File: src/hw/sam_pkg.sv
// Shared constants and types for the serial converter frame logic
package sam_pkg;
    localparam int          SAM_CODE_W    = 8;
    localparam logic [3:0]  SAM_CNT_MSB   = 4'h7;
    localparam logic [3:0]  SAM_CNT_LSB0  = 4'h1;
    localparam logic [3:0]  SAM_CNT_LAST  = 4'h7;
    localparam int          SAM_FRAME_ONE = 11;
    localparam int          SAM_FRAME_TWO = 13;
    localparam logic [2:0]  SAM_SYNC_RST  = 3'h0;
    localparam logic        SAM_CSN_RST   = 1'b1;
    localparam logic [7:0]  SAM_CODE_RST  = 8'h00;

    typedef enum logic [2:0] {
        SAM_IDLE   = 3'b000,
        SAM_START  = 3'b001,
        SAM_ADDR   = 3'b010,
        SAM_SETTLE = 3'b011,
        SAM_MSB    = 3'b100,
        SAM_LSB    = 3'b101,
        SAM_TAIL   = 3'b110
    } sam_state_t;

    typedef struct packed {
        logic [SAM_CODE_W-1:0] code;
        logic                  single;
        logic                  polarity;
    } sam_result_t;

    localparam int SAM_RESULT_W = $bits(sam_result_t);
endpackage

File: src/hw/sam_conv.sv
// Serial converter addressing, frame sequencing and result shifting
// Notes on behaviour
// - Positive below negative gives all-zero code
// - Assignment word captured from serial input
// - Config one single-ended; polarity picks channel
// - Differential polarity swaps positive and negative
// - One-channel variant takes no address bits
// - Configuration latched before conversion begins
// - Fresh configuration accepted every frame that opens with room in the buffer
// - Frame lasts eleven or twenty clocks
// - First one while selected is start
// - Next two bits: config, then polarity
// - Half-clock settle, then leading zero driven
// - MSB first, LSB repeat in the two-channel variant only, then low
`timescale 1ns/100ps
`default_nettype none
module sam_conv
    import sam_pkg::*;
#(
    parameter bit TWO_CHAN = 1'b1
) (
    // Clock and reset
    input  wire logic                  clk,
    input  wire logic                  nrst,
    // Serial link pins
    input  wire logic                  sclk,
    input  wire logic                  cs_n,
    input  wire logic                  serial_in,
    output var  logic                  serial_out,
    output var  logic                  serial_out_oe,
    // Sampled analog levels as codes
    input  wire logic [SAM_CODE_W-1:0] ain0,
    input  wire logic [SAM_CODE_W-1:0] ain1,
    // Result stream
    output var  logic                  res_valid,
    input  wire logic                  res_ready,
    output var  sam_result_t           res_data
);
    logic [2:0]            sclk_s_r;
    logic [2:0]            csn_s_r;
    logic [2:0]            din_s_r;
    logic [2:0]            sync_nxt [3];
    logic                  sclk_lvl_r;
    logic                  sclk_lvl_nxt;
    logic                  csn_lvl_r;
    logic                  csn_lvl_nxt;
    logic                  din_lvl_r;
    logic                  din_lvl_nxt;
    logic                  rise;
    logic                  fall;

    sam_state_t            state_r;
    sam_state_t            state_nxt;
    logic [3:0]            cnt_r;
    logic [3:0]            cnt_nxt;
    logic                  single_r;
    logic                  single_nxt;
    logic [SAM_CODE_W-1:0] code_r;
    logic [SAM_CODE_W-1:0] code_nxt;
    logic                  do_nxt;
    logic                  oe_nxt;
    logic                  push;
    logic                  buf_ready;
    sam_result_t           push_word;
    logic [SAM_RESULT_W-1:0] buf_out;

    // Settled level follows once second and third stages agree
    function automatic logic filt(input logic [2:0] s, input logic lvl);
        filt = (s[1] == s[2]) ? s[2] : lvl;
    endfunction

    // Conversion of the selected pair
    function automatic logic [SAM_CODE_W-1:0] convert(
        input logic single, input logic pol,
        input logic [SAM_CODE_W-1:0] a0, input logic [SAM_CODE_W-1:0] a1);
        logic [SAM_CODE_W-1:0] pos;
        logic [SAM_CODE_W-1:0] neg;
        pos = pol ? a1 : a0;
        neg = single ? SAM_CODE_RST : (pol ? a0 : a1);
        convert = (pos < neg) ? SAM_CODE_RST : pos - neg;
    endfunction

    always_comb begin
        sync_nxt[0]  = {sclk_s_r[1:0], sclk};
        sync_nxt[1]  = {csn_s_r[1:0], cs_n};
        sync_nxt[2]  = {din_s_r[1:0], serial_in};
        sclk_lvl_nxt = filt(sclk_s_r, sclk_lvl_r);
        csn_lvl_nxt  = filt(csn_s_r, csn_lvl_r);
        din_lvl_nxt  = filt(din_s_r, din_lvl_r);
        rise         = sclk_lvl_nxt && !sclk_lvl_r;
        fall         = !sclk_lvl_nxt && sclk_lvl_r;
    end

    always_ff @(posedge clk or negedge nrst) begin
        if (!nrst) begin
            sclk_s_r   <= SAM_SYNC_RST;
            csn_s_r    <= {3{SAM_CSN_RST}};
            din_s_r    <= SAM_SYNC_RST;
            sclk_lvl_r <= 1'b0;
            csn_lvl_r  <= SAM_CSN_RST;
            din_lvl_r  <= 1'b0;
        end else begin
            sclk_s_r   <= sync_nxt[0];
            csn_s_r    <= sync_nxt[1];
            din_s_r    <= sync_nxt[2];
            sclk_lvl_r <= sclk_lvl_nxt;
            csn_lvl_r  <= csn_lvl_nxt;
            din_lvl_r  <= din_lvl_nxt;
        end
    end

    // Frame sequencer
    always_comb begin
        state_nxt  = state_r;
        cnt_nxt    = cnt_r;
        single_nxt = single_r;
        code_nxt   = code_r;
        do_nxt     = serial_out;
        oe_nxt     = serial_out_oe;
        push       = 1'b0;
        push_word  = '{code: code_r, single: single_r, polarity: 1'b0};
        if (csn_lvl_nxt) begin
            state_nxt = SAM_IDLE;
            oe_nxt    = 1'b0;
            do_nxt    = 1'b0;
        end else begin
            case (state_r)
                SAM_IDLE: begin
                    // Frame only opens with room for its result
                    if (buf_ready) begin
                        state_nxt = SAM_START;
                    end
                end
                SAM_START: begin
                    if (rise && din_lvl_nxt) begin
                        if (TWO_CHAN) begin
                            state_nxt = SAM_ADDR;
                            cnt_nxt   = '0;
                        end else begin
                            // Fixed pair, channel 0 positive
                            single_nxt = 1'b0;
                            code_nxt   = convert(1'b0, 1'b0, ain0, ain1);
                            push_word  = '{code: code_nxt, single: 1'b0,
                                           polarity: 1'b0};
                            push       = 1'b1;
                            state_nxt  = SAM_SETTLE;
                        end
                    end
                end
                SAM_ADDR: begin
                    if (rise) begin
                        if (cnt_r == '0) begin
                            single_nxt = din_lvl_nxt;
                            cnt_nxt    = cnt_r + 4'h1;
                        end else begin
                            code_nxt  = convert(single_r, din_lvl_nxt,
                                                ain0, ain1);
                            push_word = '{code: code_nxt,
                                          single: single_r,
                                          polarity: din_lvl_nxt};
                            push      = 1'b1;
                            state_nxt = SAM_SETTLE;
                        end
                    end
                end
                SAM_SETTLE: begin
                    // Input ignored; output opens on the next fall
                    if (fall) begin
                        oe_nxt    = 1'b1;
                        do_nxt    = 1'b0;
                        cnt_nxt   = SAM_CNT_MSB;
                        state_nxt = SAM_MSB;
                    end
                end
                SAM_MSB: begin
                    if (fall) begin
                        do_nxt = code_r[cnt_r[2:0]];
                        if (cnt_r == '0) begin
                            cnt_nxt   = SAM_CNT_LSB0;
                            state_nxt = TWO_CHAN ? SAM_LSB : SAM_TAIL;
                        end else begin
                            cnt_nxt = cnt_r - 4'h1;
                        end
                    end
                end
                SAM_LSB: begin
                    if (fall) begin
                        do_nxt = code_r[cnt_r[2:0]];
                        if (cnt_r == SAM_CNT_LAST) begin
                            state_nxt = SAM_TAIL;
                        end else begin
                            cnt_nxt = cnt_r + 4'h1;
                        end
                    end
                end
                SAM_TAIL: begin
                    if (fall) begin
                        do_nxt = 1'b0;
                    end
                end
                default: begin
                    state_nxt = SAM_IDLE;
                end
            endcase
        end
    end

    always_ff @(posedge clk or negedge nrst) begin
        if (!nrst) begin
            state_r       <= SAM_IDLE;
            cnt_r         <= '0;
            single_r      <= 1'b0;
            code_r        <= SAM_CODE_RST;
            serial_out    <= 1'b0;
            serial_out_oe <= 1'b0;
        end else begin
            state_r       <= state_nxt;
            cnt_r         <= cnt_nxt;
            single_r      <= single_nxt;
            code_r        <= code_nxt;
            serial_out    <= do_nxt;
            serial_out_oe <= oe_nxt;
        end
    end

    sam_buf2 #(
        .WIDTH (SAM_RESULT_W)
    ) u_buf (
        .clk       (clk),
        .nrst      (nrst),
        .in_valid  (push),
        .in_ready  (buf_ready),
        .in_data   (push_word),
        .out_valid (res_valid),
        .out_ready (res_ready),
        .out_data  (buf_out)
    );

    assign res_data = sam_result_t'(buf_out);
endmodule
`default_nettype wire

File: src/hw/sam_buf2.sv
// Two-entry buffer with registered outputs
`timescale 1ns/100ps
`default_nettype none
module sam_buf2 #(
    parameter int WIDTH = 10
) (
    // Clock and reset
    input  wire logic             clk,
    input  wire logic             nrst,
    // Fill side
    input  wire logic             in_valid,
    output var  logic             in_ready,
    input  wire logic [WIDTH-1:0] in_data,
    // Drain side
    output var  logic             out_valid,
    input  wire logic             out_ready,
    output var  logic [WIDTH-1:0] out_data
);
    logic [WIDTH-1:0] tail_r;
    logic [WIDTH-1:0] tail_nxt;
    logic             tail_v_r;
    logic             tail_v_nxt;
    logic [WIDTH-1:0] head_nxt;
    logic             head_v_nxt;
    logic             ready_nxt;

    always_comb begin
        head_nxt   = out_data;
        head_v_nxt = out_valid;
        tail_nxt   = tail_r;
        tail_v_nxt = tail_v_r;
        if (out_valid && out_ready) begin
            if (tail_v_r) begin
                head_nxt   = tail_r;
                tail_v_nxt = 1'b0;
            end else begin
                head_v_nxt = 1'b0;
            end
        end
        if (in_valid && in_ready) begin
            if (!head_v_nxt) begin
                head_nxt   = in_data;
                head_v_nxt = 1'b1;
            end else begin
                tail_nxt   = in_data;
                tail_v_nxt = 1'b1;
            end
        end
        ready_nxt = !tail_v_nxt;
    end

    always_ff @(posedge clk or negedge nrst) begin
        if (!nrst) begin
            out_data  <= '0;
            out_valid <= 1'b0;
            tail_r    <= '0;
            tail_v_r  <= 1'b0;
            in_ready  <= 1'b1;
        end else begin
            out_data  <= head_nxt;
            out_valid <= head_v_nxt;
            tail_r    <= tail_nxt;
            tail_v_r  <= tail_v_nxt;
            in_ready  <= ready_nxt;
        end
    end
endmodule
`default_nettype wire

File: config.mk
export PLATFORM = sky130hd
export DESIGN_NAME = sam_conv
export DESIGN_NICKNAME = d
export VERILOG_FILES = /design/src/hw/sam_pkg.sv /design/src/hw/sam_conv.sv /design/src/hw/sam_buf2.sv
export SDC_FILE = /design/constraint.sdc
export NUM_CORES = 1
export LEC_CHECK = 0
export BUFFER_PORTS_ARGS = -buffer_cell sky130_fd_sc_hd__buf_2
export CAP_MARGIN = 0
export CORE_ASPECT_RATIO = 1.25
export CORE_UTILIZATION = 40
export DETAILED_ROUTE_END_ITERATION = 6
export PLACE_DENSITY = 0.61
export SETUP_SLACK_MARGIN = 0.2
export SYNTH_ARGS = -nofsm -noshare
export SYNTH_HDL_FRONTEND = slang
export SYNTH_SLANG_ARGS = --single-unit
File: constraint.sdc
create_clock -name clk -period 4.1 [get_ports clk]
set_clock_uncertainty 0.2 [all_clocks]
set_input_delay 1.025 -clock clk [delete_from_list [all_inputs] [get_ports clk]]
set_output_delay 1.025 -clock clk [all_outputs]
set_load 0.01 [all_outputs]
### Word level (Yosys, flattened, before mapping)

Cells that the tools add are included.

| storage, ports and cells | value |
|---|---|
| bits in registers | 53 |
| word-level logic and storage cells | 130 |
| output and inout port bits | 13 |
| bits of input ports | 22 |

| operators by class | value |
|---|---|
| add/sub/neg operators | 3 |
| reductions and logical operators | 23 |
| eq/ne operators | 29 |
| order comparisons | 2 |
| bitwise operators | 2 |
| multiplexer cells | 54 |

Operator list:

| kind | number |
|---|---|
| 10-bit two-way mux | 8 |
| 4-bit two-way mux | 8 |
| 8-bit two-way mux | 4 |
| 3-bit two-way mux | 10 |
| 3-bit inequality test, second input constant | 8 |
| 3-bit case mux with 7 select lines | 1 |
| 1-bit two-way mux | 20 |
| 4-bit case mux with 5 select lines | 1 |
| 2-bit inequality test, second input constant | 8 |
| 10-bit AND reduction | 1 |
| 3-bit equality test, second input constant | 3 |
| 9-bit AND reduction | 1 |
| 8-bit < comparator | 1 |
| 4-bit AND reduction | 2 |
| 8-bit subtractor | 1 |
| 3-bit by 2-bit equality test with 1-bit output, second input constant | 2 |
| 3-bit by 1-bit inequality test with 1-bit output, second input constant | 2 |
| 1-bit logical AND | 5 |
| 5-bit nonzero test | 1 |
| 4-bit by 1-bit adder with 4-bit output, second input constant | 1 |
| 4-bit by 3-bit equality test with 1-bit output, second input constant | 1 |
| 4-bit logical NOT | 1 |
| 3-bit by 4-bit < comparator with 1-bit output, second input constant | 1 |
| 2-bit AND reduction | 2 |
| other kinds (13) | 20 |

### Longest topological paths before layout

Gate-level depths: netlist of the first run.

| depth | value |
|---|---|
| depth in word-level cells | 12 |
| gate-level depth with buffers | 12 |
| mapped depth without buffers | 11 |

### By module

From an unflattened synthesis of the first run, not the netlist that was laid out.

| unflattened totals | value |
|---|---|
| cell total of the unflattened synthesis | 286 |
| area, all modules | 3,042.9 um^2 |

Modules (own cells, without submodules):

| module | times used | area an instance (um^2) | cells each |
|---|---|---|---|
| sam_conv | 1 | 2,072.0 | 219 |
| sam_buf2 | 1 | 970.9 | 67 |

### Worst setup path after synthesis of the first run

No wires, ideal clock.

| timing | value |
|---|---|
| kind | register to register |
| start | register din_lvl_r |
| end | register u_buf.tail_r[9] |
| period minus slack after synthesis | 3,337 ps |
| slack | 763 ps |
| required time | 3,779 ps |
| path buffers | 1 |
| arrival time | 3,016 ps |
| library setup time | 121 ps |
| stages on the path, launching flop included | 12 |
| cell sequence | dfrtp_1 -> maj3_1 -> clkbuf_1 -> mux2i_1 -> or2_2 -> ha_1 -> nor2b_1 -> o21ai_0 -> nand2b_1 -> a311oi_1 -> nor2_1 -> a22o_1 |

| between the ends | value |
|---|---|
| cells in the longest elaborated chain, start to end | 9 |
| elaborated cells between the ends (all ways) | 11 |

RTL lines:

| element | line | RTL |
|---|---|---|
| from (decl) | sam_conv.sv:47 | `logic din_lvl_r;` |
| from (signal assigned) | sam_conv.sv:108 | `din_lvl_r <= din_lvl_nxt;` |
| 1-bit two-way mux (*) | sam_conv.sv:69 | `filt = (s[1] == s[2]) ? s[2] : lvl;` |
| 8-bit two-way mux (2 in series) | sam_conv.sv:79 | `neg = single ? SAM_CODE_RST : (pol ? a0 : a1);` |
| 8-bit subtractor or 8-bit < comparator (tied branches) | sam_conv.sv:80 | `convert = (pos < neg) ? SAM_CODE_RST : pos - neg;` |
| 8-bit two-way mux (*) | sam_conv.sv:80 |  |
| 10-bit two-way mux (*) | sam_conv.sv:152 | `if (cnt_r == '0) begin` |
| 10-bit two-way mux (*) | sam_conv.sv:151 | `if (rise) begin` |
| 10-bit two-way mux (*) | -- |  |
| 10-bit two-way mux (*) | sam_conv.sv:122 | `if (csn_lvl_nxt) begin` |
| to (signal assigned) | sam_buf2.sv:62 | `tail_r <= tail_nxt;` |
| to (decl) | sam_buf2.sv:19 | `logic [WIDTH-1:0] tail_r;` |

Every way passes the cells marked *; elsewhere a longest branch is shown, timed or not.
A chain may end at the register's enable or synchronous reset.

### Worst setup path after layout of the first run

| timing | value |
|---|---|
| start | register din_s_r[1] |
| end | register u_buf.out_data[7] |

| between the ends | value |
|---|---|
| cells in the longest elaborated chain, start to end | 12 |
| elaborated cells between the ends (all ways) | 14 |

RTL lines:

| element | line | RTL |
|---|---|---|
| from (decl) | sam_conv.sv:41 | `logic [2:0] din_s_r;` |
| from (signal assigned) | sam_conv.sv:105 | `din_s_r <= sync_nxt[2];` |
| 1-bit equality test (*) | sam_conv.sv:69 |  |
| 1-bit two-way mux (*) | sam_conv.sv:69 |  |
| 8-bit two-way mux (2 in series) | sam_conv.sv:79 |  |
| 8-bit subtractor or 8-bit < comparator (tied branches) | sam_conv.sv:80 |  |
| 8-bit two-way mux (*) | sam_conv.sv:80 |  |
| 10-bit two-way mux (*) | sam_conv.sv:152 |  |
| 10-bit two-way mux (*) | sam_conv.sv:151 |  |
| 10-bit two-way mux (*) | -- |  |
| 10-bit two-way mux (*) | sam_conv.sv:122 |  |
| 10-bit two-way mux (*) | sam_buf2.sv:41 | `if (!head_v_nxt) begin` |
| 10-bit two-way mux (*) | sam_buf2.sv:40 | `if (in_valid && in_ready) begin` |
| net u_buf.head_nxt[7] | sam_buf2.sv:23 | `logic [WIDTH-1:0] head_nxt;` |
| to (signal assigned) | sam_buf2.sv:60 | `out_data <= head_nxt;` |
| to (decl) | sam_buf2.sv:17 | `output var logic [WIDTH-1:0] out_data` |

Mark *: on every way through the listed nets, which the timed path passes. The rest lies on a longest branch.

==> results of run 1 <==
flip-flops by register name, summed over array words and instances, names as in the netlist:
register and count:
code_r 8, csn_lvl_r 1, u_buf.tail_v_r 1, serial_out 1, single_r 1, sclk_s_r 3
csn_s_r 3, state_r 3, sclk_lvl_r 1, cnt_r 4, serial_out_oe 1, din_s_r 3
u_buf.tail_r 10, din_lvl_r 1, u_buf.out_valid 1, u_buf.in_ready 1, u_buf.out_data 10
area by class of cell:
type	count	area, µm²	share of cell area [%]
Clock inverter	3	25.02	0.7421
Sequential cell	53	1333	39.52
Timing Repair Buffer	37	192.7	5.714
Inverter	9	33.78	1.002
Clock buffer	5	68.82	2.041
Multi-Input combinational cell	227	1604	47.57
Tap cell	92	115.1	3.414
metal layers:
metal | share of wire, % | GRT usage (%)
met1 | 48 | 22.18
met2 | 47 | 28.21
met3 | 3.3 | 2.110
met4 | 1.7 | 6.319
met5 | 0 | 0
cell families (layout without fill, tap and decap cells):
family / count (synthesis) / after routing
mux: 32 / 32
fa+ha+maj: 15 / 15
xor+xnor: 6 / 6
flops: 53 / 53
simple gates: 99 / 99
compound gates: 75 / 75
buf+inv: 23 / 54
metrics by stage:
| stage | total power, µW | hold slack [ns] | cells |
|---|---|---|---|
| 2_1_floorplan | 1269 | 0.1312 | 303 |
| 3_3_place_gp | 1437 | 0.1391 | 418 |
| 3_5_place_dp | 1452 | 0.1403 | 418 |
| 4_1_cts | 1757 | 0.1632 | 426 |
| 5_1_grt | 1889 | 0.1745 | 426 |
| 6_report | 1743 | 0.1609 | 426 |
cell usage in the layout (no fill, tap or decap), types with 2 or more instances in the layout:
master,synthesis,routed
dfrtp_1,48,48
nand2_1,39,39
buf_2,3,34
o21ai_0,20,20
a21oi_1,17,17
mux2_2,16,16
nor2_1,15,15
mux2i_1,12,12
ha_1,11,11
nand3_1,10,10
o31ai_1,10,10
inv_1,9,9
or2_2,7,7
nor2b_1,5,5
o21ai_1,5,5
nor3_1,5,5
clkbuf_8,0,5
dfstp_2,5,5
nand2b_1,4,4
a211o_1,4,4
nor3b_1,3,3
xor2_1,3,3
xnor2_1,3,3
a22o_1,3,3
buf_4,0,3
maj3_1,2,2
a31oi_1,2,2
or3_1,2,2
mux2_4,2,2
mux4_2,2,2
path summary, 6_finish.rpt:
path	startpoint	endpoint	cells after the start
max reg2reg	din_s_r[1]	u_buf.out_data[7]	10
max in group asynchronous	nrst	code_r[1]	2
min reg2reg	din_s_r[0]	din_s_r[1]	0
max	din_s_r[1]	u_buf.out_data[7]	10
min in group asynchronous	nrst	u_buf.tail_r[4]	1
min	din_s_r[0]	din_s_r[1]	0
where the power goes:
group | switching [µW] | total [µW] | internal [µW]
Combinational | 380 | 700 | 320
Clock | 184 | 308 | 124
Sequential | 124 | 735 | 611
Total | 688 | 1740 | 1050
==> run_results.csv, run 1 <==
group,metric,value,unit
place,number_of_port_buffers,34,
place,dp_worst_setup_slack,0.6212,ns
clock_network,worst_skew_pair.late_latency,0.31,ns
die,initial_cell_density_of_the_core,41.34,%
worst_setup_path,timing.critical_path.fanout_max,14,
worst_setup_path,kind_of_capture_point_of_the_worst_setup_path,"register",
synth,synth_async_sr_flop_share,100.0,%
worst_setup_path,cp_cell_sequence,"maj3_1 -> buf_4 -> mux2i_1 -> or2_2 -> ha_1 -> o21ai_0 -> nand2b_1 -> a311o_1 -> o311ai_0 -> o21ai_0",
synth,syn_area,0.003042,mm²
worst_setup_path,max_stage_delay,0.61,ns
final_layout,design.final.nets,367,
final_layout,n_diodes,0,
detailed_routing,wl,6063,µm
synth,synth.area.mux_share,12.34,%
die,row_count,35,
synth,yosysWarningCount,0,
power,worst_ir_drop_vdd,0.2226,mV
synth,synth_fa_ha_area_share,6.211,%
synth,most_repeated_cell_in_the_gate_level_netlist_after_synthesis,"dfrtp_1",
global_route,global_route_wire_length_before_repair,10570,µm
clock_network,post_cts_resized,0,
final_layout,area.growth.synth_to_final,10.86,%
detailed_routing,drcViolationCount,0,
global_route,first_global_vias,2288,
worst_setup_path,cp_common_cell,"o21ai_0",
place,instance_area_at_placement,0.003278,mm²
synth,syn-num-nets,337,
synth,synth.top_cells.by_count,"dfrtp_1, nand2_1, o21ai_0",
die,die_h,99.50,µm
sta,grt_setup_unrepaired,"false",
final_layout,layout.filler_cells,711,
worst_setup_path,critPathKind,"register to register",
clock_network,cts_hold_repair.buffers,0,
place,detailedPlacementHpwl,4522,µm
synth,yosys.area.top_type_share,39.49,%
die,fp.coreArea,0.007357,mm²
power,cellPowerDensity,516.9,mW/mm²
clock_network,cts_made_buffers,5,
synth,synth_compound_gate_area_share,15.80,%
clock_network,cts.repair_timing.setup_buffer_count,0,
synth,postSynthRegisterBits,53,
power,static-leakage-power,0.001546,µW
global_route,antenna_found_initial,0,
synth,combinational_family_with_the_most_area_after_synthesis,"simple AND/OR/NAND/NOR gates",
detailed_routing,num_vias,2331,
clock_network,clock_transition_at_the_registers_of_the_reported_paths,0.11,ns
sta,setup_viol,0,
sta,report.final.slew_viol_count,0,
sta,fmax,0.2903,GHz
synth,prevailing_post_synth_register_cell,"dfrtp_1",
worst_setup_path,cp-start-kind,"register",
synth,synthesized_area_per_cell,10.04,µm²
worst_setup_path,gate_family_responsible_for_the_most_delay_along_the_worst_path,"compound AO/OA/AOI/OAI gates",
clock_network,cts_buffer_depth,2,
final_layout,drive_gt1_share,24.85,%
synth,netlist.top_cell.by_area,"dfrtp_1",
synth,synth_simple_gate_area_share,16.66,%
synth,xor_xnor_portion_of_the_synthesized_cell_area,1.728,%
clock_network,cts.sinks,53,
worst_hold_path,hold_path.class,"register to register",
sta,finalHoldViolCount,0,
synth,synth-edff-count,0,
global_route,grtUsageTotal,16.88,%
outcome,outcome,"finished, final reports clean",
worst_setup_path,worst-path-buf-inv,1,
run,maxCapViolCount,0,
detailed_routing,antenna_left,0,
sta,tns,0,ns
sta,slew_headroom,42.38,%
clock_network,tritoncts_clock_tree,"yes",
sta,timing_worst_slew_pin_value,0.8644,ns
detailed_routing,detail_route.iter0.violations,117,
die,io_pins,35,
global_route,grt_overflow,0,
detailed_routing,detail_route.first_pass.iterations,4,
synth,number_of_instances_in_the_synthesized_netlist,303,
clock_network,cts-root-buf,"clkbuf_8",
synth,proportion_of_synthesized_chip_area_in_sequential_cells,43.81,%
worst_setup_path,r2r_slack,0.65,ns
synth,synthTopCellsByArea,"dfrtp_1, mux2_2, nand2_1, ha_1, dfstp_2",
detailed_routing,detail_route.vias_per_cell,5.472,
die,die_area,0.007959,mm²
synth,post_synth_num_cell_types,55,
sta,final.min_clock_period,3.445,ns
worst_setup_path,worst_ep_required_time,4.13,ns
die,die-width,80.00,µm
detailed_routing,wire_per_inst,14.23,µm
final_layout,layout.core_utilization,45.83,%
clock_network,ctsHtreeMaxLevel,2,
sta,final_min_period_over_clock_period,84.03,%
final_layout,total_non_filler_cell_area_in_the_finished_layout,0.003372,mm²
worst_setup_path,cp.arrival,3.48,ns
place,gp_routability_congestion,0.8380,
sta,fin_ws,0.6548,ns
worst_setup_path,slowest_stage,"maj3_1",
global_route,maximum_number_of_pins_on_one_net_before_global_route_repair,39,
(Power assumes the default switching activity.)
==> inputs of run 2 (changes only) <==
--- a/config.mk
+++ b/config.mk
@@ -10,7 +10,7 @@
 export CORE_ASPECT_RATIO = 1.25
 export CORE_UTILIZATION = 40
 export DETAILED_ROUTE_END_ITERATION = 6
-export PLACE_DENSITY = 0.61
+export PLACE_DENSITY = 0.63
 export SETUP_SLACK_MARGIN = 0.2
 export SYNTH_ARGS = -nofsm -noshare
 export SYNTH_HDL_FRONTEND = slang
==> constraint.sdc (replaced) <==
create_clock -name clk -period 2.96 [get_ports clk]
set_clock_uncertainty 0.2 [all_clocks]
set_input_delay 0.74 -clock clk [delete_from_list [all_inputs] [get_ports clk]]
set_output_delay 0.74 -clock clk [all_outputs]
set_load 0.01 [all_outputs]
==> run_results.csv, run 2 (same netlist as run 1, synthesis figures left out) <==
group,metric,value,unit
clock_network,cts_made_buffers,5,
sta,slew_headroom,56.03,%
worst_setup_path,crit_path_start,"din_s_r[1]",
outcome,violated_checks,"setup timing",
die,fp.coreArea,0.007357,mm²
final_layout,seq_area,0.001333,mm²
detailed_routing,wire_per_inst,14.65,µm
worst_setup_path,rr_startpoint,"din_s_r[1]",
detailed_routing,drcViolationCount,0,
final_layout,n_diodes,0,
detailed_routing,antenna_left,0,
worst_setup_path,rr_worst_depth,12,
sta,final.min_clock_period,3.077,ns
final_layout,final_cell_mix,"dfrtp_1, nand2_1, buf_2",
worst_setup_path,cp-start-kind,"register",
worst_hold_path,hold_path.class,"register to register",
detailed_routing,detail_route.iter0.violations,168,
clock_network,cts_buffer_depth,2,
worst_setup_path,cp.arrival,3.07,ns
run,maxCapViolCount,0,
worst_setup_path,critical_path.endpoint,"u_buf.tail_r[8]",
power,worst_ir_drop_vdd,0.3923,mV
final_layout,final_common_cell,"dfrtp_1",
worst_setup_path,regToRegEndpoint,"u_buf.tail_r[8]",
clock_network,tritoncts_clock_tree,"yes",
global_route,first_global_vias,2261,
final_layout,layout.filler_cells,684,
sta,finalHoldViolCount,0,
final_layout,area_taken_by_multi_input_logic_gates,0.001822,mm²
sta,fin_hold_ws,0.1581,ns
clock_network,cts.sinks,53,
worst_setup_path,worst_ep_required_time,2.95,ns
die,die_h,99.50,µm
final_layout,layoutNonFillerInstCount,455,
clock_network,ctsHtreeMaxLevel,2,
place,detailedPlacementHpwl,4584,µm
sta,report.final.slew_viol_count,0,
final_layout,area.growth.synth_to_final,26.70,%
sta,fin_ws,-0.1171,ns
die,io_pins,35,
die,die-width,80.00,µm
die,row_count,35,
sta,grt_setup_unrepaired,"true",
global_route,global_route_wire_length_before_repair,10720,µm
final_layout,drive_gt1_share,39.67,%
place,number_of_port_buffers,34,
global_route,antenna_found_initial,0,
sta,final_min_period_over_clock_period,104.0,%
detailed_routing,wl,6668,µm
outcome,outcome,"finished, violations left",
final_layout,reg.largest.list,"u_buf.out_data: 10 flops, u_buf.tail_r: 10 flops, code_r: 8 flops",
clock_network,clock_transition_at_the_registers_of_the_reported_paths,0.09,ns
detailed_routing,num_vias,2474,
worst_setup_path,critPathKind,"register to register",
global_route,grtUsageTotal,17.24,%
sta,setup_viol,24,
clock_network,worst_skew_pair.late_latency,0.31,ns
place,gp_routability_congestion,0.8508,
power,totalPowerFinal,2851,µW
worst_setup_path,timing.critical_path.fanout_max,7,
worst_setup_path,kind_of_capture_point_of_the_worst_setup_path,"register",
detailed_routing,detail_route.vias_per_cell,5.437,
sta,fmax,0.3250,GHz
place,post-place-cells,435,
global_route,grt_overflow,0,
die,initial_cell_density_of_the_core,41.34,%
clock_network,cts-root-buf,"clkbuf_8",
final_layout,design.final.nets,396,
detailed_routing,detail_route.first_pass.iterations,5,
sta,timing_worst_slew_pin_value,0.6595,ns
die,die_area,0.007959,mm²
power,static-leakage-power,0.001749,µW
worst_hold_path,min_delay_path_depth,0,
global_route,maximum_number_of_pins_on_one_net_before_global_route_repair,54,
power,cellPowerDensity,739.9,mW/mm²
place,dp_worst_setup_slack,-0.02717,ns
clock_network,cts_hold_repair.buffers,0,
worst_setup_path,r2r_slack,-0.12,ns
-- run 2: cell count changes in the layout (fill, tap and decap cells not counted), sizes merged --
cell / delta
buf: +29
clkbuf: +2
bufinv: +1
clkinv: -1
clkinvlp: -1
inv: -1
-- run 2: power by group --
group	internal [µW]	switching [µW]
sequential	848	114
clock	276	233
combinational	651	730
total	1780	1080
-- run 2: per-stage QoR --
stage                     util, %  TNS [ns]  cell area (µm²)
after CTS                   49.81         0             3665
final                       52.38    -1.601             3854
after floorplan                 -         0             3107
after global placement      47.07  -0.01258             3463
after global routing        52.38    -4.286             3854
after detailed placement    47.07  -0.07860             3463
-- run 2: critical path, stage by stage (launching register included) --
cell and delay, ns:
dfrtp_1 0.39, maj3_2 0.36, buf_12 0.16, buf_8 0.13
mux2i_1 0.11, or2_4 0.25, ha_4 0.24, a21o_1 0.19
a21oi_2 0.20, nor2b_4 0.07, a311o_2 0.42, nand2_4 0.16
o31ai_1 0.08
-- run 2: area by class of cell --
class	count	share of cell area (%)
Multi-Input combinational cell	227	47.27
Clock inverter	1	0.7792
Tap cell	92	2.987
Inverter	9	0.8766
Sequential cell	53	34.58
Clock buffer	7	2.240
Timing Repair Buffer	66	11.27
-- run 2: worst min-delay path by stage --
stage	start	slack (ns)	to
final	din_s_r[0]	0.16	din_s_r[1]
after global routing	sclk_s_r[0]	0.17	sclk_s_r[1]
after CTS	din_s_r[0]	0.16	din_s_r[1]
after detailed placement	din_s_r[0]	0.14	din_s_r[1]
after global placement	csn_s_r[0]	0.15	csn_s_r[1]
after floorplan	din_s_r[0]	0.13	din_s_r[1]
-- run 2: timing repair --
item	in CTS	in global routing
setup buffers	5	7
pin swaps	4	15
gates resized for setup	9	37
endpoints found under the setup margin	24	24
-- run 2: routing by layer --
layer	global-route usage (%)	vias to the layer above	share of wire [%]
li1	-	1207	-
met1	22.10	1224	45
met2	29.78	38	52
met3	2.477	5	2.0
met4	5.357	0	1.1
met5	0	-	0
==> inputs of run 3 (changes only) <==
--- a/config.mk
+++ b/config.mk
@@ -15,3 +15,4 @@
 export SYNTH_ARGS = -nofsm -noshare
 export SYNTH_HDL_FRONTEND = slang
 export SYNTH_SLANG_ARGS = --single-unit
+export TNS_END_PERCENT = 50
==> run_results.csv, run 3 (same netlist as run 1, synthesis figures left out) <==
group,metric,value,unit
final_layout,final_common_cell,"dfrtp_1",
die,die_area,0.007959,mm²
worst_setup_path,critical_path.endpoint,"u_buf.out_data[4]",
power,switching_share,38.00,%
final_layout,drive_gt1_share,39.01,%
worst_setup_path,cp.depth,13,
place,detailedPlacementHpwl,4786,µm
sta,fin_ws,-0.05596,ns
power,internal_power,1762,µW
worst_setup_path,r2r_slack,-0.06,ns
detailed_routing,antenna_left,0,
die,io_pins,35,
clock_network,ctsHtreeMaxLevel,2,
worst_setup_path,cp-start-kind,"register",
final_layout,design.final.nets,397,
worst_setup_path,worst-path-buf-inv,3,
final_layout,n_diodes,0,
die,die_h,99.50,µm
worst_setup_path,cp.arrival,3.02,ns
global_route,global_route_wire_length_before_repair,10970,µm
worst_setup_path,max_stage_delay,0.46,ns
worst_hold_path,min_delay_path_depth,0,
sta,final.min_clock_period,3.016,ns
clock_network,cts.sinks,53,
clock_network,tritoncts_clock_tree,"yes",
detailed_routing,detail_route.first_pass.iterations,5,
sta,slew_headroom,59.71,%
global_route,grtUsageTotal,17.60,%
final_layout,total_non_filler_cell_area_in_the_finished_layout,0.003842,mm²
global_route,first_global_vias,2334,
power,totalPowerFinal,2842,µW
worst_setup_path,kind_of_capture_point_of_the_worst_setup_path,"register",
sta,report.final.slew_viol_count,0,
die,die-width,80.00,µm
outcome,violated_checks,"setup timing",
power,comb_power_share,49.4,%
detailed_routing,detail_route.vias_per_cell,5.355,
sta,timing_worst_slew_pin_value,0.6043,ns
clock_network,cts_made_buffers,5,
worst_setup_path,regToRegEndpoint,"u_buf.out_data[4]",
power,cellPowerDensity,739.6,mW/mm²
power,total_switching_power,1080,µW
worst_setup_path,rr_worst_depth,13,
power,clock_power_share,17.4,%
power,pwr-share-seq,33.2,%
clock_network,cts_hold_repair.buffers,0,
worst_setup_path,slowest_stage,"a311o_2",
detailed_routing,wl,6657,µm
clock_network,cts-root-buf,"clkbuf_8",
die,row_count,35,
detailed_routing,detail_route.iter0.violations,83,
sta,final_min_period_over_clock_period,101.9,%
detailed_routing,drcViolationCount,0,
clock_network,clock_transition_at_the_registers_of_the_reported_paths,0.10,ns
place,instance_area_at_placement,0.003483,mm²
worst_setup_path,critPathKind,"register to register",
sta,tns,-0.3101,ns
final_layout,layout.filler_cells,675,
detailed_routing,num_vias,2442,
clock_network,worst_skew_pair.late_latency,0.30,ns
worst_setup_path,cp_cell_sequence,"maj3_2 -> buf_12 -> buf_8 -> mux2i_1 -> or2_2 -> ha_4 -> a21o_1 -> a21oi_2 -> nor2b_2 -> a311o_2 -> buf_6 -> nand3_2 -> o21ai_1",
global_route,antenna_found_initial,0,
outcome,outcome,"finished, violations left",
worst_setup_path,timing.critical_path.fanout_max,9,
sta,fmax,0.3316,GHz
worst_hold_path,hold_path.class,"register to register",
sta,grt_setup_unrepaired,"true",
die,initial_cell_density_of_the_core,41.34,%
worst_setup_path,rr_startpoint,"din_s_r[1]",
clock_network,cts_buffer_depth,2,
place,dp_worst_setup_slack,-0.09153,ns
worst_setup_path,crit_path_start,"din_s_r[1]",
final_layout,reg.largest.list,"u_buf.out_data: 10 flops, u_buf.tail_r: 10 flops, code_r: 8 flops",
global_route,maximum_number_of_pins_on_one_net_before_global_route_repair,31,
sta,setup_viol,14,
power,static-leakage-power,0.001739,µW
run,maxCapViolCount,0,
global_route,grt_overflow,0,
power,worst_ir_drop_vdd,0.3085,mV
die,fp.coreArea,0.007357,mm²
place,gp_routability_congestion,0.8562,
worst_setup_path,gate_family_responsible_for_the_most_delay_along_the_worst_path,"compound AO/OA/AOI/OAI gates",
place,number_of_port_buffers,34,
worst_setup_path,worst_ep_required_time,2.97,ns
sta,finalHoldViolCount,0,
final_layout,area.growth.synth_to_final,26.33,%
final_layout,final_cell_mix,"dfrtp_1, nand2_1, buf_2",
detailed_routing,wire_per_inst,14.60,µm
## run 3: cell count changes in the layout (fill, tap and decap cells not counted), sizes merged
| cell | before | now |
|---|---|---|
| buf | 66 | 67 |
| inv | 9 | 10 |
| clkbuf | 7 | 6 |
## run 3: final cells by class
| type | count | area (µm²) | share of cell area (%) |
|---|---|---|---|
| clock inverters | 2 | 38.79 | 1.009 |
| well taps | 92 | 115.1 | 2.996 |
| clock buffers | 6 | 72.57 | 1.889 |
| repair buffers | 67 | 457.9 | 11.92 |
| multi-input cells | 227 | 1792 | 46.63 |
| inverters | 9 | 33.78 | 0.8792 |
| flip-flops and latches | 53 | 1333 | 34.68 |
## run 3: worst reg2reg max path: cells and delay by family (launching register included)
kind | cells | cell delay, ns
AO/OA/AOI/OAI | 4 | 0.84
AND/OR/NAND/NOR | 3 | 0.43
flip-flops | 1 | 0.39
buffers and inverters | 3 | 0.45
adder cells (fa/ha/maj) | 2 | 0.51
multiplexers | 1 | 0.11
## run 3: power groups by stage
stage          sequential, µW  combinational, µW  clock, µW
3_3_place_gp              955               1180          0
3_5_place_dp              959               1200          0
2_1_floorplan             944                856          0
6_report                  943               1400        494
4_1_cts                   945               1320        507
5_1_grt                   964               1540        527
## run 3: worst min path at each step
stage	slack, ns	endpoint	from
floorplan	0.13	din_s_r[1]	din_s_r[0]
global placement	0.14	sclk_s_r[1]	sclk_s_r[0]
detailed placement	0.14	sclk_s_r[1]	sclk_s_r[0]
CTS	0.16	sclk_s_r[1]	sclk_s_r[0]
global route	0.16	csn_s_r[1]	csn_s_r[0]
finish	0.16	sclk_s_r[1]	sclk_s_r[0]
## run 3: per-layer routing
| layer | vias to the layer above | track usage, % | wire length (µm) |
|---|---|---|---|
| met5 | - | 0 | 0 |
| met4 | 0 | 5.769 | 99 |
| li1 | 1213 | - | - |
| met1 | 1186 | 21.85 | 2903 |
| met3 | 7 | 2.844 | 137 |
| met2 | 36 | 30.83 | 3516 |
## run 3: stage by stage
step                      utilization (%)  hold slack, ns  std cells
after floorplan                         -          0.1312        303
after global placement              47.35          0.1396        436
after detailed placement            47.35          0.1372        436
after CTS                           50.80          0.1602        449
after global routing                52.23          0.1635        456
final                               52.23          0.1564        456
## run 3: timing repair
item / CTS / global route
gates resized for setup: 26 / 13
setup buffers: 5 / 7
pin swaps: 17 / 9
endpoints found under the setup margin: 24 / 24
